**src/core/epi_defines.svh**
```systemverilog
// Register offsets, field positions, reset values and encodings of the pin interrupt block.
`ifndef EPI_DEFINES_SVH
`define EPI_DEFINES_SVH
`define EPI_OFS_EDGE_SELECT 12'h000
`define EPI_OFS_PRIMARY_CTRL 12'h004
`define EPI_OFS_LARGE_CTRL 12'h008
`define EPI_OFS_EVENT_STATUS 12'h00C
`define EPI_OFS_EVENT_MASK 12'h010
`define EPI_RST_EDGE_SELECT 8'h00
`define EPI_RST_PRIMARY_CTRL 8'h00
`define EPI_RST_LARGE_CTRL 8'h00
`define EPI_RST_EVENT_MASK 4'h0
`define EPI_PIN_COUNT 4
`define EPI_EDGE_DISABLED 2'h0
`define EPI_EDGE_RISING 2'h1
`define EPI_EDGE_FALLING 2'h2
`define EPI_EDGE_BOTH 2'h3
`define EPI_BIT_GLOBAL_EN 0
`define EPI_BIT_PIN0_EN 1
`define EPI_BIT_PIN1_EN 2
`define EPI_BIT_PIN2_EN 3
`define EPI_BIT_PIN0_FLAG 4
`define EPI_BIT_PIN1_FLAG 5
`define EPI_BIT_PIN2_FLAG 6
`define EPI_BIT_PIN3_EN 0
`define EPI_BIT_PIN3_FLAG 4
`define EPI_CTRL_WRITABLE 8'h7F
`define EPI_LARGE_WRITABLE 8'h11
`endif

```
**src/core/epi_pkg.sv**
```systemverilog
// Types shared by the pin interrupt block.
package epi_pkg;
    typedef logic [1:0] epi_edge_t;
    typedef logic [7:0] epi_byte_t;
    typedef enum logic [2:0] {
        EPI_IDLE = 3'b001,
        EPI_SETUP = 3'b010,
        EPI_ACCESS = 3'b100
    } epi_apb_e;
endpackage

```
**src/core/epi_edge_if.sv**
```systemverilog
// Interface carrying pin levels, edge selects and detected events between modules.
`timescale 1ns/1ps
interface epi_edge_if;
    logic [3:0] pinLevel;
    logic [7:0] edgeSelect;
    logic [3:0] edgeHit;
    modport detector (input pinLevel, input edgeSelect, output edgeHit);
    modport owner (output pinLevel, output edgeSelect, input edgeHit);
endinterface

```
**src/core/epi_edge_detect.sv**
```systemverilog
// Per-pin synchroniser and edge detector steered by the two-bit select fields.
`timescale 1ns/1ps
`include "epi_defines.svh"
module epi_edge_detect (
    input wire logic clock,
    input wire logic resetn,
    epi_edge_if.detector edges
);
    import epi_pkg::*;
    logic [3:0] syncFirst_ff;
    logic [3:0] syncSecond_ff;
    logic [3:0] prevLevel_ff;
    logic [2:0] primeShift_ff;
    logic primed;
    always_ff @(posedge clock or negedge resetn) begin
        if (!resetn) begin
            syncFirst_ff <= 4'h0;
            syncSecond_ff <= 4'h0;
            prevLevel_ff <= 4'h0;
        end else begin
            syncFirst_ff <= edges.pinLevel;
            syncSecond_ff <= syncFirst_ff;
            prevLevel_ff <= syncSecond_ff;
        end
    end
    // Both synchroniser stages and the history need three edges to hold real pin samples.
    // Until then a pin that is high at reset would look like a rising edge, so it is ignored.
    always_ff @(posedge clock or negedge resetn) begin
        if (!resetn) begin
            primeShift_ff <= 3'h0;
        end else begin
            primeShift_ff <= {primeShift_ff[1:0], 1'b1};
        end
    end
    assign primed = primeShift_ff[2];
    genvar gi;
    generate
        for (gi = 0; gi < `EPI_PIN_COUNT; gi++) begin : gPin
            epi_edge_t sel;
            logic rise;
            logic fall;
            assign sel = edges.edgeSelect[2*gi+1:2*gi];
            assign rise = primed & syncSecond_ff[gi] & ~prevLevel_ff[gi];
            assign fall = primed & ~syncSecond_ff[gi] & prevLevel_ff[gi];
            // Select 00 yields no event.
            assign edges.edgeHit[gi] =
                ((sel == `EPI_EDGE_RISING) & rise) |
                ((sel == `EPI_EDGE_FALLING) & fall) |
                ((sel == `EPI_EDGE_BOTH) & (rise | fall));
        end
    endgenerate
endmodule

```
**src/core/epi_apb_slave.sv**
```systemverilog
// APB slave front end: decodes transfers into one-cycle read and write strobes.
`timescale 1ns/1ps
module epi_apb_slave (
    input wire logic clock,
    input wire logic resetn,
    input wire logic psel,
    input wire logic penable,
    input wire logic pwrite,
    input wire logic [11:0] paddr,
    output logic pready,
    output logic wrStrobe,
    output logic rdStrobe,
    output logic [11:0] regAddr
);
    import epi_pkg::*;
    epi_apb_e state_ff;
    epi_apb_e nxt_state;
    // Zero wait states. The state reads SETUP in the cycle after a setup edge, which is the access
    // phase, so pready answers there and never while the bus is idle or between transfers.
    assign pready = (state_ff == EPI_SETUP) & psel & penable;
    assign wrStrobe = psel & penable & pwrite & pready;
    assign rdStrobe = psel & penable & ~pwrite & pready;
    assign regAddr = paddr;
    always_comb begin
        nxt_state = state_ff;
        case (state_ff)
            EPI_IDLE: begin
                if (psel) begin
                    nxt_state = EPI_SETUP;
                end
            end
            EPI_SETUP: begin
                nxt_state = EPI_ACCESS;
            end
            EPI_ACCESS: begin
                nxt_state = psel ? EPI_SETUP : EPI_IDLE;
            end
            default: begin
                nxt_state = EPI_IDLE;
            end
        endcase
    end
    always_ff @(posedge clock or negedge resetn) begin
        if (!resetn) begin
            state_ff <= EPI_IDLE;
        end else begin
            state_ff <= nxt_state;
        end
    end
endmodule

```
**src/core/epi_pin_irq.sv**
```systemverilog
// Top of the external pin interrupt block: registers, request flags and interrupt output.
`timescale 1ns/1ps
`include "epi_defines.svh"
module epi_pin_irq (
    input wire logic clock,
    input wire logic resetn,
    input wire logic psel,
    input wire logic penable,
    input wire logic pwrite,
    input wire logic [11:0] paddr,
    input wire logic [31:0] pwdata,
    output logic [31:0] prdata,
    output logic pready,
    output logic pslverr,
    input wire logic extIrqPinA,
    input wire logic extIrqPinB,
    input wire logic extIrqPinC,
    input wire logic extIrqPinD,
    output logic cpuIrqRequest,
    output logic eventIrq
);
    import epi_pkg::*;

    // ********************************
    // Edge detection and bus front end
    // ********************************
    epi_edge_if edges ();
    logic wrStrobe;
    logic rdStrobe;
    logic [11:0] regAddr;
    epi_byte_t edgeSelect_ff;
    epi_byte_t primaryCtrl_ff;
    epi_byte_t largeCtrl_ff;
    logic [3:0] eventStatus_ff;
    logic [3:0] eventMask_ff;

    assign edges.pinLevel = {extIrqPinD, extIrqPinC, extIrqPinB, extIrqPinA};
    assign edges.edgeSelect = edgeSelect_ff;

    epi_edge_detect u_detect (
        .clock(clock),
        .resetn(resetn),
        .edges(edges.detector)
    );

    epi_apb_slave u_apb (
        .clock(clock),
        .resetn(resetn),
        .psel(psel),
        .penable(penable),
        .pwrite(pwrite),
        .paddr(paddr),
        .pready(pready),
        .wrStrobe(wrStrobe),
        .rdStrobe(rdStrobe),
        .regAddr(regAddr)
    );

    logic hitEdge;
    logic hitPrimary;
    logic hitLarge;
    logic hitStatus;
    logic hitMask;
    logic hitAny;
    assign hitEdge = (regAddr == `EPI_OFS_EDGE_SELECT);
    assign hitPrimary = (regAddr == `EPI_OFS_PRIMARY_CTRL);
    assign hitLarge = (regAddr == `EPI_OFS_LARGE_CTRL);
    assign hitStatus = (regAddr == `EPI_OFS_EVENT_STATUS);
    assign hitMask = (regAddr == `EPI_OFS_EVENT_MASK);
    assign hitAny = hitEdge | hitPrimary | hitLarge | hitStatus | hitMask;
    // Unmapped addresses answer with an error; writes there change nothing.
    assign pslverr = pready & psel & penable & ~hitAny;

    // ********************************
    // Edge select register
    // ********************************
    always_ff @(posedge clock or negedge resetn) begin
        if (!resetn) begin
            edgeSelect_ff <= `EPI_RST_EDGE_SELECT;
        end else if (wrStrobe && hitEdge) begin
            // Pin 3 keeps 11 as written; it reads as both edges like the others.
            edgeSelect_ff <= pwdata[7:0];
        end
    end

    // ********************************
    // Request flags and enables
    // ********************************
    logic [3:0] hit;
    assign hit = edges.edgeHit;

    // Flags are software writable; a new edge wins over a write of zero in the same cycle.
    always_ff @(posedge clock or negedge resetn) begin
        if (!resetn) begin
            primaryCtrl_ff <= `EPI_RST_PRIMARY_CTRL;
        end else begin
            if (wrStrobe && hitPrimary) begin
                primaryCtrl_ff <= pwdata[7:0] & `EPI_CTRL_WRITABLE;
            end
            if (hit[0]) begin
                primaryCtrl_ff[`EPI_BIT_PIN0_FLAG] <= 1'b1;
            end
            if (hit[1]) begin
                primaryCtrl_ff[`EPI_BIT_PIN1_FLAG] <= 1'b1;
            end
            if (hit[2]) begin
                primaryCtrl_ff[`EPI_BIT_PIN2_FLAG] <= 1'b1;
            end
        end
    end

    // Pin 3 enable and flag live in a register of their own.
    always_ff @(posedge clock or negedge resetn) begin
        if (!resetn) begin
            largeCtrl_ff <= `EPI_RST_LARGE_CTRL;
        end else begin
            if (wrStrobe && hitLarge) begin
                largeCtrl_ff <= pwdata[7:0] & `EPI_LARGE_WRITABLE;
            end
            if (hit[3]) begin
                largeCtrl_ff[`EPI_BIT_PIN3_FLAG] <= 1'b1;
            end
        end
    end

    // ********************************
    // CPU request
    // ********************************
    logic [3:0] pinFlag;
    logic [3:0] pinEnable;
    assign pinFlag = {largeCtrl_ff[`EPI_BIT_PIN3_FLAG], primaryCtrl_ff[`EPI_BIT_PIN2_FLAG],
                      primaryCtrl_ff[`EPI_BIT_PIN1_FLAG], primaryCtrl_ff[`EPI_BIT_PIN0_FLAG]};
    assign pinEnable = {largeCtrl_ff[`EPI_BIT_PIN3_EN], primaryCtrl_ff[`EPI_BIT_PIN2_EN],
                        primaryCtrl_ff[`EPI_BIT_PIN1_EN], primaryCtrl_ff[`EPI_BIT_PIN0_EN]};
    // The request is a plain level; the CPU acknowledges by clearing the flag.
    assign cpuIrqRequest = primaryCtrl_ff[`EPI_BIT_GLOBAL_EN] & |(pinFlag & pinEnable);

    // ********************************
    // Event status and mask
    // ********************************
    always_ff @(posedge clock or negedge resetn) begin
        if (!resetn) begin
            eventStatus_ff <= 4'h0;
        end else begin
            // Set beats write-one-to-clear when both land together.
            if (wrStrobe && hitStatus) begin
                eventStatus_ff <= (eventStatus_ff & ~pwdata[3:0]) | hit;
            end else begin
                eventStatus_ff <= eventStatus_ff | hit;
            end
        end
    end

    always_ff @(posedge clock or negedge resetn) begin
        if (!resetn) begin
            eventMask_ff <= `EPI_RST_EVENT_MASK;
        end else if (wrStrobe && hitMask) begin
            eventMask_ff <= pwdata[3:0];
        end
    end

    assign eventIrq = |(eventStatus_ff & eventMask_ff);

    // ********************************
    // Read data
    // ********************************
    logic [31:0] nxt_prdata;
    always_comb begin
        nxt_prdata = 32'h0000_0000;
        if (hitEdge) begin
            nxt_prdata = {24'h00_0000, edgeSelect_ff};
        end else if (hitPrimary) begin
            nxt_prdata = {24'h00_0000, primaryCtrl_ff};
        end else if (hitLarge) begin
            nxt_prdata = {24'h00_0000, largeCtrl_ff};
        end else if (hitStatus) begin
            nxt_prdata = {28'h000_0000, eventStatus_ff};
        end else if (hitMask) begin
            nxt_prdata = {28'h000_0000, eventMask_ff};
        end
    end

    // Data is registered in the setup cycle so it stands for the whole access phase.
    always_ff @(posedge clock or negedge resetn) begin
        if (!resetn) begin
            prdata <= 32'h0000_0000;
        end else if (psel && !penable && !pwrite) begin
            prdata <= nxt_prdata;
        end
    end
endmodule

```
**config.mk**
```make
export PLATFORM = sky130hd
export DESIGN_NAME = epi_pin_irq
export DESIGN_NICKNAME = d
export VERILOG_FILES = /design/src/core/epi_pkg.sv /design/src/core/epi_edge_if.sv /design/src/core/epi_edge_detect.sv /design/src/core/epi_apb_slave.sv /design/src/core/epi_pin_irq.sv
export VERILOG_INCLUDE_DIRS = /design/src /design/src/core
export SDC_FILE = /design/constraint.sdc
export NUM_CORES = 1
export LEC_CHECK = 0
export BUFFER_PORTS_ARGS = -buffer_cell sky130_fd_sc_hd__buf_2
export CELL_PAD_IN_SITES_DETAIL_PLACEMENT = 0
export CELL_PAD_IN_SITES_GLOBAL_PLACEMENT = 2
export CORE_UTILIZATION = 31
export CTS_BUF_LIST = sky130_fd_sc_hd__clkbuf_16
export DETAILED_ROUTE_END_ITERATION = 6
export PLACE_DENSITY = 0.84
export SLEW_MARGIN = 20
export SYNTH_ARGS = -nofsm -noshare
export SYNTH_HDL_FRONTEND = slang
export SYNTH_SLANG_ARGS = --single-unit
```
**constraint.sdc**
```tcl
create_clock -name clock -period 1.95 [get_ports clock]
set_input_delay 0.195 -clock clock [delete_from_list [all_inputs] [get_ports clock]]
set_output_delay 0.195 -clock clock [all_outputs]
set_load 0.1 [all_outputs]
```
==> results of run 1 <==
-- power by group through the flow --
stage / Clock [uW] / Combinational [uW] / Sequential (uW)
6_report: 824 / 376 / 1130
5_1_grt: 888 / 397 / 1130
4_1_cts: 852 / 380 / 1130
3_5_place_dp: 0 / 375 / 1140
3_3_place_gp: 0 / 372 / 1140
2_1_floorplan: 0 / 337 / 1140
-- registers in the layout, summed over array words and instances (netlist names) --
register,cells
u_apb.state_ff,3
u_detect.primeShift_ff,3
eventStatus_ff,4
prdata,8
largeCtrl_ff,2
edgeSelect_ff,8
eventMask_ff,4
u_detect.syncFirst_ff,4
primaryCtrl_ff,7
u_detect.prevLevel_ff,4
u_detect.syncSecond_ff,4
-- worst max-delay path, cell delays in order, from the launching register on --
cell      delay, ns
dfrtp_1        0.40
nor3b_2        0.28
and3_4         0.23
a21boi_4       0.15
buf_4          0.30
-- layer usage --
metal  share of wire (%)  global-route usage (%)  wire length [um]
met2                  48                   21.40              2423
met3                 6.2                   4.020               318
met5                   0                       0                 0
met4                 1.5                   3.836                75
met1                  45                   16.57              2275
-- repair_timing --
item | CTS | global route
hold buffers | 1 | 0
endpoints found under the setup margin | 2 | 0
resized for setup | 2 | 0
endpoints found under the hold margin | 20 | 0
-- final timing paths --
kind,from,cells after the start,to,slack [ns]
setup reg to reg,u_apb.state_ff[2],5,largeCtrl_ff[0],0.21
setup / recovery,u_apb.state_ff[2],4,pslverr,0.10
hold / removal,extIrqPinA,1,u_detect.syncFirst_ff[0],0.009
hold reg to reg,u_detect.primeShift_ff[0],0,u_detect.primeShift_ff[1],0.35
max in group asynchronous,resetn,3,prdata[6],0.99
min in group asynchronous,resetn,2,u_detect.syncFirst_ff[1],0.42
-- through the flow --
step / setup slack (ns) / hold slack (ns) / util [%] / total power [uW]
after floorplan: -0.01679 / -0.1006 / - / 1476
after global placement: 0.08101 / 0.2027 / 35.30 / 1513
after detailed placement: 0.05481 / 0.2160 / 35.30 / 1519
after CTS: 0.1091 / 0.004330 / 37.29 / 2359
after global routing: 0.04389 / 0.001071 / 37.29 / 2416
final: 0.1032 / 0.009423 / 37.29 / 2328
-- kinds of logic (layout without fill, tap and decap cells) --
logic type      count (synthesis)  after routing
compound gates                 36             36
buf+inv                        33             60
mux                            27             27
simple gates                   53             53
other cells                     2             25
flops                          51             51
xor+xnor                        1              1
-- area by class of cell --
cell class / instances / area [sq um]
Fill cell: 750 / 4846
Sequential cell: 51 / 1277
Tap cell: 102 / 127.6
Clock buffer: 5 / 125.1
Timing Repair Buffer: 50 / 292.8
Multi-Input combinational cell: 142 / 1040
Clock inverter: 3 / 11.26
Inverter: 2 / 7.507
-- cell usage in the layout, fill, tap and decap left out, drive strengths merged, types with 3 or more instances in the layout --
master	n
dfrtp	50
mux2i	7
nand4	7
a21boi	6
nand3b	9
o21ai	3
clkbuf	5
conb	25
o211ai	4
o31ai	3
nand3	3
nor3b	5
buf	49
a22oi	4
a31o	3
mux2	20
a21o	8
nand2	10
nor2	7
inv	3
==> impl_metrics.tcl, run 1 <==
set metrics [dict create \
    h-tree-depth 2 \
    grt_pass1_vias 1595 \
    drv_slew 0 \
    internal-power_uw 1636 \
    path_class "register to output port" \
    insertion_delay_ns 0.29 \
    fin_area_sq_um 2882 \
    drc_errors 0 \
    grt_max_degree 31 \
    synth_mux_area_share_pct 11.93 \
    clkSinkCount 51 \
    max_slew_margin_pct 62.66 \
    synth_compound_gate_area_share_pct 11.12 \
    clock-skew-final_ns 0.005914 \
    p_comb_share_pct 16.2 \
    post-dp-hpwl_um 3789 \
    min_period_over_period_pct 94.71 \
    post_cts.repair.setup_buffers 0 \
    core_sq_um 7727 \
    dieArea_sq_um 8348 \
    grt.total_usage_pct 13.06 \
    synth_top_family_by_area "simple AND/OR/NAND/NOR gates" \
    ys_warn_count 0 \
    fp.dieW_um 91.37 \
    vias 1673 \
    drive_gt1_share_pct 34.39 \
    layoutNonFillerInstCount 355 \
    synthAdderAreaFrac_pct 0 \
    avgSynthCellArea_sq_um 12.20 \
    synthDistinctLibCells 40 \
    fin_crit_ns 1.847 \
    switching_power_uw 691.3 \
    irDropWorstVdd_v 0.0003232 \
    power_frac_seq_pct 48.4 \
    vias_per_cell 4.713 \
    min_path_type "input pin to register" \
    initial_core_util_pct 32.04 \
    numCtsBuffers 5 \
    path_max_fanout 4 \
    max_cap_violations 0 \
    yosys_register_bits 51 \
    crit_required_ns 1.75 \
    cp-start-kind "register" \
    synth_cells 203 \
    p_per_area_nw_per_um2 807.8 \
    wl_per_cell_um 14.35 \
    synth-xor-area-share_pct 0.3537 \
    fin_nets 305 \
    gp_congestion 0.7414 \
    hold_viol 0 \
    firstDrtPassIters 5 \
    rsz0062_at_grt "no" \
    synthSimpleGateAreaFrac_pct 13.79 \
    antenna_found_initial 0 \
    synth_top_area_share_pct 50.53 \
    tns_ns 0 \
    placed_area_sq_um 2728 \
    wirelength_um 5093 \
    diodes 0 \
    worstMarginPinSlew_ns 0.5551 \
    synth.most_common_cell "dfrtp_1" \
    fmax_mhz 541.5 \
    netlist_area_sq_um 2476 \
    status "complete, no violations" \
    tritoncts "yes" \
    sw_frac_of_total_pct 29.70 \
    ys_async_sr_fraction_pct 100.0 \
    syn2layout_area_growth_pct 16.37 \
    synthFlopType "dfrtp_1" \
    root_buffer "clkbuf_16" \
    drtAntennaViolNets 0 \
    grt_pass1_wl_um 8293 \
    drtIter0Drc 58 \
    ys_seq_area_share_pct 51.59 \
    synth_commonest_cells "dfrtp_1, buf_4, mux2_2, nand2_1, nand3b_1" \
    dieHeight_um 91.37 \
    p_leak_uw 0.001440 \
    io_buffers 40 \
    setup-violations-final 0 \
    end_kind "output port" \
    clk_transition_reported_paths_ns 0.06 \
    synth_area_leaders "dfrtp_1, mux2_2, buf_4" \
    overflow 0 \
    pwr-share-clk_pct 35.4 \
    row_count 32 \
    io_pins 89 \
    clock_path_buffers 2 \
    place_inst 346 \
    synth_edf_count 0 \
    synth_top_cell_by_area "dfrtp_1" \
    arrival_ns 1.65 \
]
Power figures use the tool's default switching activity.
==> inputs of run 2 (changes only) <==
Settings changed: CORE_UTILIZATION 31 to 30, PLACE_DENSITY 0.84 to 0.83, SYNTH_HIERARCHICAL set to 1.
==> impl_metrics.tcl, run 2 <==
set metrics [dict create \
    hold_slack_ns 0.01098 \
    root_buffer "clkbuf_16" \
    status "finished, violations left" \
    dieArea_sq_um 8757 \
    wl_per_cell_um 13.29 \
    clkSinkCount 51 \
    drtAntennaViolNets 0 \
    multi_input_area_sq_um 1072 \
    setup_ws_ns -0.1482 \
    clock-skew-final_ns 0.004262 \
    worstMarginPinSlew_ns 0.5047 \
    p_total_uw 2507 \
    io_buffers 40 \
    fin_area_sq_um 3052 \
    drv_slew 0 \
    syn2layout_area_growth_pct 21.28 \
    antenna_found_initial 0 \
    clock_path_buffers 2 \
    cp-start-kind "register" \
    placed_area_sq_um 2868 \
    p_per_area_nw_per_um2 821.6 \
    initial_core_util_pct 30.78 \
    numCtsBuffers 5 \
    fmax_mhz 476.6 \
    nFillCells 812 \
    netlist_area_sq_um 2516 \
    row_count 33 \
    tritoncts "yes" \
    path_max_fanout 10 \
    r2r_slack_ns -0.15 \
    hold_viol 0 \
    irDropWorstVdd_v 0.0003308 \
    violations "setup timing" \
    rr_startpoint "u_apb/state_ff[0]" \
    max_slew_margin_pct 66.27 \
    h-tree-depth 2 \
    end_kind "register" \
    min_period_over_period_pct 107.6 \
    fp.dieW_um 93.58 \
    p_leak_uw 0.001531 \
    drive_gt1_share_pct 36.30 \
    wirelength_um 4983 \
    path_class "register to register" \
    final_cell_mix "dfrtp_1, buf_2, conb_1, buf_4, nand2_1" \
    diodes 0 \
    vias_per_cell 4.499 \
    final_common_cell "dfrtp_1" \
    dieHeight_um 93.58 \
    reg2reg_depth 6 \
    crit_required_ns 2.12 \
    grt_pass1_vias 1612 \
    r2r_end "primaryCtrl_ff[3]" \
    setup-violations-final 9 \
    arrival_ns 2.27 \
    clk_transition_reported_paths_ns 0.06 \
    top_regs "edgeSelect_ff x8, prdata x8, primaryCtrl_ff x7" \
    fin_crit_ns 2.098 \
    layout.area.seq_sq_um 1277 \
    gp_congestion 0.7738 \
    max_cap_violations 0 \
    rsz0062_at_grt "yes" \
    overflow 0 \
    grt_max_degree 20 \
    drc_errors 0 \
    insertion_delay_ns 0.28 \
    grt.total_usage_pct 12.13 \
    firstDrtPassIters 5 \
    holdPathEnd "u_detect/syncFirst_ff[2]" \
    io_pins 89 \
    holdPathStages 1 \
    post-dp-hpwl_um 3840 \
    core_sq_um 8175 \
    avgSynthCellArea_sq_um 11.39 \
    min_path_type "input pin to register" \
    fin_nets 322 \
    min_from "extIrqPinC" \
    synth_cells 221 \
    drtIter0Drc 50 \
    vias 1687 \
    ys_warn_count 6 \
    grt_pass1_wl_um 8079 \
]
[run 2: power by group]
group / switching [uW] / leakage, uW / internal [uW]
combinational: 320 / 0.000777 / 112
clock: 354 / 0.0000812 / 598
sequential: 20.0 / 0.000673 / 1100
total: 694 / 0.00153 / 1810
[run 2: how the worst max path moves through the flow]
stage,start,depth (start not counted),end
floorplan,u_apb/state_ff[0],5,primaryCtrl_ff[0]
global placement,u_apb/state_ff[0],6,primaryCtrl_ff[2]
detailed placement,u_apb/state_ff[2],6,primaryCtrl_ff[3]
CTS,u_apb/state_ff[2],6,primaryCtrl_ff[3]
global route,u_apb/state_ff[0],6,primaryCtrl_ff[2]
finish,u_apb/state_ff[0],6,primaryCtrl_ff[3]
[run 2: metrics by stage]
step	instances	setup WS (ns)	utilization (%)	TNS (ns)
final	375	-0.1482	37.33	-1.143
after global placement	365	-0.1970	35.08	-1.509
after detailed placement	365	-0.2087	35.08	-1.595
after floorplan	244	-0.3501	-	-3.502
after global routing	375	-0.2400	37.33	-1.954
after CTS	374	-0.1609	37.24	-1.218
[run 2: repair_timing]
| item | CTS | global route |
|---|---|---|
| resized for setup | 1 | 0 |
| endpoints found under the hold margin | 17 | 0 |
| buffers inserted | 0 | 1 |
| pin swaps | 1 | 0 |
| hold buffers | 1 | 0 |
| setup endpoints to repair | 10 | 9 |
[run 2: cell type report]
type | count | share of cell area (%)
timing repair buffer | 63 | 13.20
inverter | 1 | 0.1230
sequential | 51 | 41.86
clock inverter | 3 | 1.271
tap | 105 | 4.305
clock buffer | 5 | 4.100
multi-input combinational | 147 | 35.14
[run 2: per-layer routing]
metal	GRT usage (%)	wire, um	part of all wire (%)	up-vias
met5	0	0	0	-
met4	3.462	46	0.92	0
met3	2.683	222	4.5	5
met2	19.91	2411	48	44
met1	16.01	2303	46	813
li1	-	-	-	825
[run 2: critical path: stages, from the launching register on]
cell and delay [ns]:
dfstp_2 0.37, nand3b_1 0.21, nor3_4 0.16, or4bb_4 0.49
nor4_4 0.28, buf_12 0.18, mux2_4 0.29
==> inputs of run 3 (changes only) <==
Settings changed: CAP_MARGIN set to 20, REMOVE_ABC_BUFFERS set to 1.
==> impl_metrics.tcl, run 3 (synthesized netlist as in run 2, its figures left out) <==
set metrics [dict create \
    tritoncts "yes" \
    pwr-share-clk_pct 41.7 \
    violations "setup timing" \
    min_path_type "input pin to register" \
    r2r_slack_ns -0.25 \
    drv_slew 0 \
    p_leak_uw 0.001538 \
    diodes 0 \
    drive_gt1_share_pct 35.69 \
    crit_required_ns 2.12 \
    syn2layout_area_growth_pct 21.58 \
    dieHeight_um 93.58 \
    hold_slack_ns 0.01178 \
    wl_per_cell_um 13.70 \
    grt_pass1_wl_um 8355 \
    initial_core_util_pct 30.78 \
    wirelength_um 5122 \
    grt_max_degree 52 \
    min_from "extIrqPinC" \
    p_per_area_nw_per_um2 871.5 \
    hold_viol 0 \
    overflow 0 \
    numCtsBuffers 5 \
    max_cap_violations 0 \
    vias_per_cell 4.519 \
    insertion_delay_ns 0.28 \
    internal-power_uw 1949 \
    holdPathEnd "u_detect/syncFirst_ff[2]" \
    setup_ws_ns -0.2456 \
    dp_slack_ns -0.2739 \
    grt.total_usage_pct 12.41 \
    fmax_mhz 455.5 \
    gp_congestion 0.7695 \
    cp-start-kind "register" \
    irDropWorstVdd_v 0.0004410 \
    end_kind "register" \
    clock_path_buffers 2 \
    switching_power_uw 717.1 \
    path_class "register to register" \
    setup-violations-final 13 \
    drtAntennaViolNets 0 \
    drtIter0Drc 93 \
    core_sq_um 8175 \
    fin_area_sq_um 3059 \
    status "finished, violations left" \
    antenna_found_initial 0 \
    clock-skew-final_ns 0.003902 \
    grt_pass1_vias 1696 \
    io_pins 89 \
    io_buffers 40 \
    top_regs "edgeSelect_ff x8, prdata x8, primaryCtrl_ff x7" \
    sw_frac_of_total_pct 26.90 \
    fin_crit_ns 2.196 \
    clk_transition_reported_paths_ns 0.07 \
    r2r_end "largeCtrl_ff[0]" \
    fin_nets 321 \
    holdPathStages 1 \
    post-dp-hpwl_um 3805 \
    rr_startpoint "u_apb/state_ff[2]" \
    row_count 33 \
    root_buffer "clkbuf_16" \
    reg2reg_depth 7 \
    clkSinkCount 51 \
    final_cell_mix "dfrtp_1, buf_2, conb_1, nand2_1, buf_4" \
    nFillCells 811 \
    fp.dieW_um 93.58 \
    final_common_cell "dfrtp_1" \
    arrival_ns 2.37 \
    h-tree-depth 2 \
    path_max_fanout 3 \
    min_period_over_period_pct 112.6 \
    layoutNonFillerInstCount 374 \
    rsz0062_at_grt "yes" \
    place_inst 363 \
    placed_area_sq_um 2774 \
    firstDrtPassIters 4 \
    vias 1690 \
    p_comb_share_pct 16.2 \
    dieArea_sq_um 8757 \
    drc_errors 0 \
    power_frac_seq_pct 42.1 \
]
==> run 3: area by class of cell <==
class	instances	area, sq um	area share [%]
sequential	51	1277	41.76
multi-input combinational	147	1054	34.44
timing repair buffer	62	400.4	13.09
tap	105	131.4	4.294
clock buffer	5	125.1	4.090
clock inverter	3	67.56	2.209
inverter	1	3.754	0.1227
==> run 3: metrics by stage <==
stage	setup TNS [ns]	power, uW	utilization [%]
after floorplan	-5.433	1432	-
after global placement	-3.611	1548	33.93
after detailed placement	-3.489	1556	33.93
after CTS	-1.495	2684	37.17
after global routing	-3.017	2748	37.42
final	-1.639	2666	37.42
==> run 3: worst max-delay path, cell delays in order (launching register included) <==
cell,delay [ns]
dfrtp_1,0.38
nand2b_4,0.16
nor3_4,0.23
buf_6,0.13
or4bb_1,0.43
nor4_2,0.29
buf_4,0.17
mux2_4,0.30
==> run 3: timing repair <==
action                                  in CTS  in global routing
hold buffers                                 1                  0
gates resized for setup                     13                  3
cloned                                       0                  0
hold endpoints to repair                    50                  0
setup buffers                                2                  1
endpoints found under the setup margin      10                 15
pin swaps                                    3                  0
==> run 3: worst max path at each step <==
stage | startpoint | endpoint | slack [ns] | cells past startpoint
finish | u_apb/state_ff[2] | largeCtrl_ff[0] | -0.25 | 7
global route | u_apb/state_ff[0] | largeCtrl_ff[0] | -0.30 | 7
floorplan | u_apb/state_ff[2] | pslverr | -1.78 | 4
global placement | u_apb/state_ff[2] | primaryCtrl_ff[3] | -0.30 | 7
detailed placement | u_apb/state_ff[2] | largeCtrl_ff[0] | -0.27 | 8
CTS | u_apb/state_ff[0] | largeCtrl_ff[0] | -0.23 | 7
==> run 3: power by group through the flow <==
stage / registers, uW / clock network (uW) / logic (uW)
3_3_place_gp: 1140 / 0 / 407
2_1_floorplan: 1150 / 0 / 287
6_report: 1120 / 1110 / 432
5_1_grt: 1130 / 1160 / 458
3_5_place_dp: 1140 / 0 / 413
4_1_cts: 1120 / 1130 / 430
==> run 3: routing by layer <==
metal | GRT usage [%] | routed length (um) | vias to the layer above | part of all wire [%]
li1 | - | - | 822 | -
met1 | 16.77 | 2431 | 813 | 47
met2 | 20.28 | 2399 | 51 | 47
met3 | 2.764 | 258 | 4 | 5.0
met4 | 2.821 | 33 | 0 | 0.64
met5 | 0 | 0 | - | 0
